<file path="src/pkg/alarm_pkg.sv">
// constants and types for the airflow alarm annunciator
package alarm_pkg;

    // ------------------------------------------------------------
    // timing
    // ------------------------------------------------------------
    localparam int unsigned CLK_HZ          = 200_000_000;
    localparam int unsigned TICK_SEC        = 1;
    localparam int unsigned TICK_CYCLES     = CLK_HZ * TICK_SEC;
    localparam int unsigned QUALIFY_SEC     = 10;
    localparam int unsigned SIREN_SEC       = 30;
    localparam int unsigned CHIRP_PERIOD_SEC = 10;
    localparam int unsigned BLINK_HALF_SEC  = 1;

    // ------------------------------------------------------------
    // pressure words and reset values
    // ------------------------------------------------------------
    localparam int unsigned PRESS_W         = 12;
    localparam logic [11:0] NOMINAL_RST     = 12'h800;
    localparam logic [11:0] LOW_OFS_RST     = 12'h100;
    localparam logic [11:0] HIGH_OFS_RST    = 12'h100;

    // ------------------------------------------------------------
    // fault indices
    // ------------------------------------------------------------
    localparam int unsigned FAULT_N         = 3;
    localparam int unsigned F_LOW           = 0;
    localparam int unsigned F_HIGH          = 1;
    localparam int unsigned F_SPEED         = 2;

    typedef enum logic [1:0] {
        SND_IDLE  = 2'b00,
        SND_SIREN = 2'b01,
        SND_CHIRP = 2'b10
    } sounder_e;

    typedef struct packed {
        logic       alarm_red;
        logic       flow_left_red;
        logic       flow_right_red;
        logic       blower_red;
        logic       blower_green;
        logic       light_blue;
        logic       bar_blink;
    } leds_s;

endpackage

</file>
<file path="src/airflow_alarm_annunciator.sv">
// alarm qualification, latching, sounder and panel indicators
// ------------------------------------------------------------
// Functional notes
// - fault must persist ten seconds before annunciation
// - annunciated fault stays latched until cleared
// - sounder thirty seconds, then chirp every ten
// - blower off-on or power cycle clears faults
// - power interruption blinks alarm, any key clears
// - low pressure lights left red and alarm
// - high pressure lights right red and alarm
// - speed feedback loss blinks blower red, lights alarm steady
// - new firmware blinks whole airflow bar
// - blower commanded on lights green indicator
// - lamp commanded on lights blue indicator
// - reset loads default setup and calibration
// - limits are offsets from captured nominal pressure
// ------------------------------------------------------------
`timescale 1ns/1ps
`default_nettype none

module airflow_alarm_annunciator #(
    parameter int unsigned TICK_CYCLES_P = alarm_pkg::TICK_CYCLES
) (
    input  wire logic                  mclk,
    input  wire logic                  rst_n,
    input  wire logic [11:0]           pressure,
    input  wire logic                  cal_capture,
    input  wire logic [11:0]           low_offset,
    input  wire logic [11:0]           high_offset,
    input  wire logic                  offset_load,
    input  wire logic                  speed_lost,
    input  wire logic                  blower_on,
    input  wire logic                  lamp_on,
    input  wire logic                  power_fail_seen,
    input  wire logic                  firmware_new,
    input  wire logic                  any_key,
    output alarm_pkg::leds_s           leds,
    output logic                       sounder,
    output logic [2:0]                 fault_latched
);

    // ------------------------------------------------------------
    // one-second tick
    // ------------------------------------------------------------
    logic [31:0] tick_cnt;
    logic        tick;

    always_ff @(posedge mclk) begin
        if (!rst_n) begin
            tick_cnt <= 32'h0;
            tick     <= 1'b0;
        end else if (tick_cnt == TICK_CYCLES_P - 1) begin
            tick_cnt <= 32'h0;
            tick     <= 1'b1;
        end else begin
            tick_cnt <= tick_cnt + 32'h1;
            tick     <= 1'b0;
        end
    end

    logic blink;

    always_ff @(posedge mclk) begin
        if (!rst_n) begin
            blink <= 1'b0;
        end else if (tick) begin
            blink <= ~blink;
        end
    end

    // ------------------------------------------------------------
    // calibration and limits
    // ------------------------------------------------------------
    logic [11:0] nominal;
    logic [11:0] low_ofs;
    logic [11:0] high_ofs;

    always_ff @(posedge mclk) begin
        if (!rst_n) begin
            nominal  <= alarm_pkg::NOMINAL_RST;
            low_ofs  <= alarm_pkg::LOW_OFS_RST;
            high_ofs <= alarm_pkg::HIGH_OFS_RST;
        end else begin
            if (cal_capture) begin
                nominal <= pressure;
            end
            if (offset_load) begin
                low_ofs  <= low_offset;
                high_ofs <= high_offset;
            end
        end
    end

    // low limit saturates at zero; high limit is a 13-bit sum and never wraps
    logic [12:0] low_lim;
    logic [12:0] high_lim;
    logic [2:0]  cond;

    always_comb begin
        low_lim  = (nominal > low_ofs) ? {1'b0, nominal - low_ofs} : 13'h0;
        high_lim = {1'b0, nominal} + {1'b0, high_ofs};
        cond[alarm_pkg::F_LOW]   = {1'b0, pressure} < low_lim;
        cond[alarm_pkg::F_HIGH]  = {1'b0, pressure} > high_lim;
        cond[alarm_pkg::F_SPEED] = speed_lost;
    end

    // ------------------------------------------------------------
    // persistence qualify and latch
    // ------------------------------------------------------------
    logic blower_q;
    logic clear_faults;

    always_ff @(posedge mclk) begin
        if (!rst_n) begin
            blower_q <= 1'b0;
        end else begin
            blower_q <= blower_on;
        end
    end

    // off-to-on edge clears; power cycle is rst_n
    assign clear_faults = blower_on & ~blower_q;

    logic [3:0] persist [alarm_pkg::FAULT_N];
    logic [2:0] new_fault;

    always_ff @(posedge mclk) begin
        if (!rst_n) begin
            fault_latched <= 3'h0;
            new_fault     <= 3'h0;
            for (int i = 0; i < alarm_pkg::FAULT_N; i++) begin
                persist[i] <= 4'h0;
            end
        end else begin
            for (int i = 0; i < alarm_pkg::FAULT_N; i++) begin
                new_fault[i] <= 1'b0;
                if (!cond[i]) begin
                    persist[i] <= 4'h0;
                end else if (tick && persist[i] != 4'(alarm_pkg::QUALIFY_SEC + 1)) begin
                    persist[i] <= persist[i] + 4'h1;
                end
                // eleventh tick: a partial first second never shortens the wait
                // set wins over clear
                if (cond[i] && persist[i] == 4'(alarm_pkg::QUALIFY_SEC + 1)) begin
                    fault_latched[i] <= 1'b1;
                    new_fault[i]     <= ~fault_latched[i];
                end else if (clear_faults) begin
                    fault_latched[i] <= 1'b0;
                end
            end
        end
    end

    // ------------------------------------------------------------
    // sounder
    // ------------------------------------------------------------
    alarm_pkg::sounder_e snd_state;
    logic [4:0]          snd_sec;

    always_ff @(posedge mclk) begin
        if (!rst_n) begin
            snd_state <= alarm_pkg::SND_IDLE;
            snd_sec   <= 5'h0;
            sounder   <= 1'b0;
        end else begin
            sounder <= 1'b0;
            case (snd_state)
                alarm_pkg::SND_IDLE: begin
                    if (|new_fault) begin
                        snd_state <= alarm_pkg::SND_SIREN;
                        snd_sec   <= 5'h0;
                    end
                end
                alarm_pkg::SND_SIREN: begin
                    sounder <= 1'b1;
                    if (|new_fault) begin
                        snd_sec <= 5'h0;
                    end else if (~|fault_latched) begin
                        // cleared mid-siren: fall silent at once
                        snd_state <= alarm_pkg::SND_IDLE;
                        sounder   <= 1'b0;
                    end else if (tick) begin
                        if (snd_sec == 5'(alarm_pkg::SIREN_SEC - 1)) begin
                            snd_state <= alarm_pkg::SND_CHIRP;
                            snd_sec   <= 5'h0;
                            sounder   <= 1'b0;
                        end else begin
                            snd_sec <= snd_sec + 5'h1;
                        end
                    end
                end
                alarm_pkg::SND_CHIRP: begin
                    if (|new_fault) begin
                        snd_state <= alarm_pkg::SND_SIREN;
                        snd_sec   <= 5'h0;
                    end else if (~|fault_latched) begin
                        snd_state <= alarm_pkg::SND_IDLE;
                    end else if (tick) begin
                        // one-second chirp at the start of each period
                        if (snd_sec == 5'(alarm_pkg::CHIRP_PERIOD_SEC - 1)) begin
                            snd_sec <= 5'h0;
                        end else begin
                            snd_sec <= snd_sec + 5'h1;
                        end
                    end
                    if (snd_sec == 5'h0 && |fault_latched) begin
                        sounder <= 1'b1;
                    end
                end
                default: begin
                    snd_state <= alarm_pkg::SND_IDLE;
                end
            endcase
        end
    end

    // ------------------------------------------------------------
    // power interruption and firmware flags
    // ------------------------------------------------------------
    logic pwr_flag;
    logic fw_flag;

    always_ff @(posedge mclk) begin
        if (!rst_n) begin
            pwr_flag <= 1'b0;
            fw_flag  <= 1'b0;
        end else begin
            if (power_fail_seen) begin
                pwr_flag <= 1'b1;
            end else if (any_key) begin
                pwr_flag <= 1'b0;
            end
            if (firmware_new) begin
                fw_flag <= 1'b1;
            end else if (any_key) begin
                fw_flag <= 1'b0;
            end
        end
    end

    // ------------------------------------------------------------
    // indicators
    // ------------------------------------------------------------
    always_ff @(posedge mclk) begin
        if (!rst_n) begin
            leds <= '0;
        end else begin
            leds.flow_left_red  <= fault_latched[alarm_pkg::F_LOW];
            leds.flow_right_red <= fault_latched[alarm_pkg::F_HIGH];
            leds.blower_red     <= fault_latched[alarm_pkg::F_SPEED] & blink;
            leds.alarm_red      <= (|fault_latched) | (pwr_flag & blink);
            leds.bar_blink      <= fw_flag & blink;
            leds.blower_green   <= blower_on;
            leds.light_blue     <= lamp_on;
        end
    end

endmodule

`default_nettype wire

</file>
<file path="config.mk">
export PLATFORM = sky130hd
export DESIGN_NAME = airflow_alarm_annunciator
export DESIGN_NICKNAME = d
export VERILOG_FILES = /design/src/pkg/alarm_pkg.sv /design/src/airflow_alarm_annunciator.sv
export SDC_FILE = /design/constraint.sdc
export NUM_CORES = 1
export LEC_CHECK = 0
export ABC_AREA = 1
export BUFFER_PORTS_ARGS = -buffer_cell sky130_fd_sc_hd__buf_4
export CORE_UTILIZATION = 65
export CTS_BUF_LIST = sky130_fd_sc_hd__clkbuf_4 sky130_fd_sc_hd__clkbuf_8 sky130_fd_sc_hd__clkbuf_16
export CTS_CLUSTER_DIAMETER = 100
export DETAILED_ROUTE_END_ITERATION = 10
export PLACE_DENSITY = 0.93
export SETUP_SLACK_MARGIN = 0.05
export SKIP_LAST_GASP = 1
export SLEW_MARGIN = 10
export SYNTH_ARGS = -nofsm -noshare
export SYNTH_HDL_FRONTEND = slang
export SYNTH_SLANG_ARGS = --single-unit
export TNS_END_PERCENT = 10
</file>
<file path="constraint.sdc">
create_clock -name mclk -period 7.95 [get_ports mclk]
set_input_delay 0.3975 -clock mclk [delete_from_list [all_inputs] [get_ports mclk]]
set_output_delay 0.3975 -clock mclk [all_outputs]
set_load 0.03 [all_outputs]
</file>
* After elaboration in Yosys (flattened, before gate mapping) *
Memory sizes are Yosys's and may differ from the RTL's.
Cells that the tools add are included.

word-level totals
  bits in registers = 93
  bits in latches = 0
  bits in writable memories = 12
  bits in read-only memories = 0
  bits of input ports = 46
  memories = 1

memory list
  name     depth  width  rd ports  clocked after Yosys merged registers in  write ports  RTL line                          RTL
  persist  3      4      3         0                                        3            airflow_alarm_annunciator.sv:124  logic [3:0] persist [alarm_pkg::FAULT_N];

operators by class
  $add $sub $neg = 7
  multiply operators = 0
  divide/modulo/power cells = 0
  order comparisons = 3
  eq/ne operators = 20
  shift-type cells = 0
  mux-type cells = 61
  bitwise gates (word level) = 17
  reduce and logical (&&, ||, !) cells = 23

operators by type and width
  cell                                              count
  two-way mux 5 bit                                 9
  two-way mux 1 bit                                 35
  adder 32 x 1 -> 32 bit (second input constant)    1
  == test 32 x 28 -> 1 bit (second input constant)  1
  two-way mux 4 bit                                 6
  inequality test 3 bit (second input constant)     7
  one-hot mux 5 bit (3 select lines)                1
  two-way mux 2 bit                                 7
  adder 12 x 12 -> 13 bit                           1
  greater-than comparator 12 x 13 -> 1 bit          1
  adder 4 x 1 -> 4 bit (second input constant)      3
  == test 4 bit (second input constant)             3
  greater-than comparator 12 bit                    1
  less-than comparator 12 bit                       1
  two-way mux 12 bit                                1
  inequality test 4 bit (second input constant)     3
  subtractor 12 bit                                 1
  nonzero test 2 bit                                5
  logical AND 1 bit                                 7
  OR 1 bit                                          7
  NOT 1 bit                                         6
  one-hot mux 2 bit (3 select lines)                1
  AND reduction 2 bit                               3
  AND reduction 6 bit                               1
  14 further kinds                                  19

* Depth between registers and ports, before layout *
  depth after elaboration = 8
  mapped depth = 20

* Least setup slack after synthesis *
OpenSTA, ideal clock, no wires.

  path kind = register -> register
  from = reg nominal[0]
  to = mem persist[0][0] (enable)
  setup time = 0.301 ns
  data arrival time = 2.844 ns
  data required time = 7.649 ns
  path slack = 4.806 ns
  cell stages (with the launch flop) = 18
  path buffers = 0
  cells stage by stage = dfxtp_1 inv_1 ha_1 fa_1 inv_1 nand3_1 nand2_1 nand2_1 nand3_1 nand2_1 or2_2 ha_1 nand2_1 o21a_1 nor2_1 nor3_1 a21boi_0 nand4_1

RTL lines
  item                    RTL line                          RTL
  start, declared         airflow_alarm_annunciator.sv:74   logic [11:0] nominal;
  start signal, assigned  airflow_alarm_annunciator.sv:80   nominal <= alarm_pkg::NOMINAL_RST;
  start signal, assigned  airflow_alarm_annunciator.sv:85   nominal <= pressure;
  end, declared           airflow_alarm_annunciator.sv:124

==> results.json <==
{
  "n_antenna_cell": 0,
  "multiInputGateArea_mm2": 0.003510,
  "placedCellCount": 1021,
  "synthFlopType": "dfxtp_1",
  "place_area_mm2": 0.006779,
  "status": "complete, no violations",
  "dpl_worst_slack_ns": 4.403,
  "async_flop_share_pct": 0,
  "die_area_mm2": 0.01004,
  "synth_top_cell_by_area": "dfxtp_1",
  "p_leak_nw": 3.145,
  "path_cells": "inv_1 -> ha_1 -> fa_1 -> inv_1 -> nand3_1 -> nand2_1 -> nand2_1 -> nand3_1 -> nand2_1 -> a21oi_1 -> o21ai_0 -> ha_1 -> a21oi_1 -> o21a_1 -> nor2_1 -> nor3_1 -> a21boi_0 -> nand4_1",
  "grt_remaining_overflow": 0,
  "synth_warnings": 0,
  "worstPathMaxFanout": 8,
  "power.density_mw_per_mm2": 174.9,
  "yosysUniqueCellTypes": 42,
  "worst_pin_slew_ns": 1.186,
  "cp-end-kind": "register",
  "ctsResizeCount": 0,
  "pwr-share-seq_pct": 47.8,
  "synth_area_per_cell_um2": 7.359,
  "setup_tns_ns": 0,
  "coreArea_mm2": 0.009284,
  "die_x_um": 100.2,
  "gp_congestion": 0.8976,
  "hold_violations": 0,
  "rrSetupSlack_ns": 4.05,
  "cts-root-buf": "clkbuf_8",
  "synth_nets": 958,
  "grt_antenna_before_repair": 0,
  "drv_cap": 0,
  "arrival_ns": 3.96,
  "firstDrtPassIters": 6,
  "max_freq_ghz": 0.2567,
  "cts.sink_count": 105,
  "finalNetCount": 1009,
  "irDropWorstVdd_mv": 0.1252,
  "ys_seq_area_share_pct": 35.44,
  "htreeDepth": 3,
  "finalPower_mw": 1.223,
  "hp-class": "input pin to register",
  "clkTransAtPathRegs_ns": 0.13,
  "io_pins": 57,
  "finClkSkew_ns": 0.02330,
  "fillers": 676,
  "sw_frac_of_total_pct": 33.77,
  "cts_buffers": 9,
  "final_cells": 1037,
  "route.vias.total": 5822,
  "setup_violations": 0,
  "ys_ff_latch": 105,
  "slew_headroom_pct": 20.72,
  "dpl.hpwl_um": 10570,
  "whs_path_depth": 2,
  "area_growth_pct": 11.59,
  "grt_pass1_wl_um": 23630,
  "vias_per_cell": 5.614,
  "cp_common_cell": "nand2_1",
  "power.share.clock_pct": 28.4,
  "setup_slack_ns": 4.054,
  "grt_util_met1_pct": 37.36,
  "core.rowCount": 35,
  "wl_um": 14330,
  "grt_start_max_net_pins": 56,
  "drv_slew": 0,
  "drive_gt1_share_pct": 11.12,
  "clockBufferDepth": 2,
  "grt_util_all_layers_pct": 29.35,
  "max_stage_delay_ns": 0.47,
  "slowest_stage": "a21boi_0",
  "synth_area_leaders": "dfxtp_1, ha_1, nand2_1",
  "gr-usage-met2_pct": 50.37,
  "reg2reg_depth": 18,
  "port_buffers": 56,
  "grt_pass1_vias": 5352,
  "synth_cells": 852,
  "critical_path_class": "register to register",
  "initial_core_util_pct": 67.53,
  "required_ns": 8.01,
  "drtIter0Drc": 323,
  "pwr-share-comb_pct": 23.8,
  "fp.dieH_um": 100.2,
  "insertion_delay_ns": 0.39,
  "startpoint_type": "register",
  "post_cts_buffers": 0,
  "cts_tree": "built",
  "synth_edf_count": 12,
  "min_period_ns": 3.896,
  "netlist_area_mm2": 0.006270,
  "remaining_drc_errors": 0,
  "synth.top_cell.area_share_pct": 29.69,
  "final_area_mm2": 0.006997,
  "p_sw_uw": 413.1,
  "grt_setup_unrepaired": "no",
  "ctsHoldBuffers": 0,
  "ant_nets": 0,
  "p_int_uw": 810.3,
  "use_met3_pct": 4.805,
  "regArea_mm2": 0.002222,
  "wl_per_cell_um": 13.81,
  "busiest_layer": "met2",
  "fin_crit_sh_pct": 49.00
}
## cell type report
type                    instances  share of cell area [%]
multi-input cells             607                   50.16
clock buffers                   9                   1.770
repair buffers                 56                   6.009
flip-flops and latches        105                   31.76
clock inverters                 7                   1.341
well taps                     129                   2.307
inverters                     124                   6.652
## power groups by stage
stage	Sequential, mW	Combinational [mW]	Clock (mW)
CTS	0.584	0.287	0.350
global route	0.587	0.328	0.375
floorplan	0.590	0.210	0
detailed placement	0.596	0.279	0
finish	0.584	0.291	0.348
global placement	0.594	0.269	0
## cell usage in the layout, fill, tap and decap left out, drive strengths merged, types with 36 or more instances in the layout
master  synthesis  routed
dfxtp          93      93
inv           123     126
nor2          105     105
ha             58      58
a21oi          75      75
nor3           36      36
nand3          38      38
nand2         138     138
buf             4      56
o21ai          68      68
## worst paths after layout
| path | end | startpoint |
|---|---|---|
| setup / recovery | persist[0][2] | nominal[0] |
| hold / removal | fw_flag | any_key |
| hold reg to reg | leds[0] | fw_flag |
| setup reg to reg | persist[0][2] | nominal[0] |
## kinds of logic after synthesis
kind of cell	after synthesis	synth area share (%)
buffers and inverters	140	8.581
flip-flops	105	35.44
AO/OA/AOI/OAI	160	13.49
XOR/XNOR	23	3.213
adder cells (fa/ha/maj)	60	12.21
AND/OR/NAND/NOR	364	27.06
## Yosys cell counts, types with 4 or more instances
cell / count
edfxtp_1: 12
nand2_1: 134
xor2_1: 15
nand3_1: 38
nand4_1: 18
nor3b_2: 4
nand3b_1: 4
nand2_2: 4
nor4_1: 5
inv_1: 121
xnor2_1: 8
a21oi_1: 75
or2_2: 9
ha_1: 58
clkbuf_1: 12
dfxtp_1: 93
or2_0: 4
nor3_1: 30
o21ai_0: 66
nor2_1: 103
## per-stage QoR
| stage | util (%) | hold slack, ns |
|---|---|---|
| finish | 75.36 | 0.1885 |
| global route | 75.36 | 0.1833 |
| CTS | 75.36 | 0.1879 |
| detailed placement | 73.02 | 0.4334 |
| global placement | 73.02 | 0.4267 |
| floorplan | - | 0.4129 |
## sequential cells by signal, indices dropped and copies added, names as in the netlist
register       cells
fault_latched      3
tick               1
blink              1
low_ofs           12
snd_sec            5
fw_flag            1
new_fault          3
leds               7
tick_cnt          32
high_ofs          12
persist           12
nominal           12
sounder            1
snd_state          2
pwr_flag           1
## worst max-delay path: cells and delay by family, from the launching register on
kind,cells,cell delay (ns)
buffers and inverters,2,0.14
adders and majority gates,3,0.91
and+or+nand+nor,8,1.11
DFF,1,0.37
AOI/OAI and AO/OA,5,1.03
## metal layers
layer | part of all wire, % | wire length (µm) | vias to the layer above
met4 | 2.0 | 290 | 0
li1 | - | - | 2919
met3 | 6.9 | 991 | 34
met2 | 47 | 6752 | 221
met1 | 44 | 6292 | 2648
met5 | 0 | 0 | -
Power figures use the tool's default switching activity.
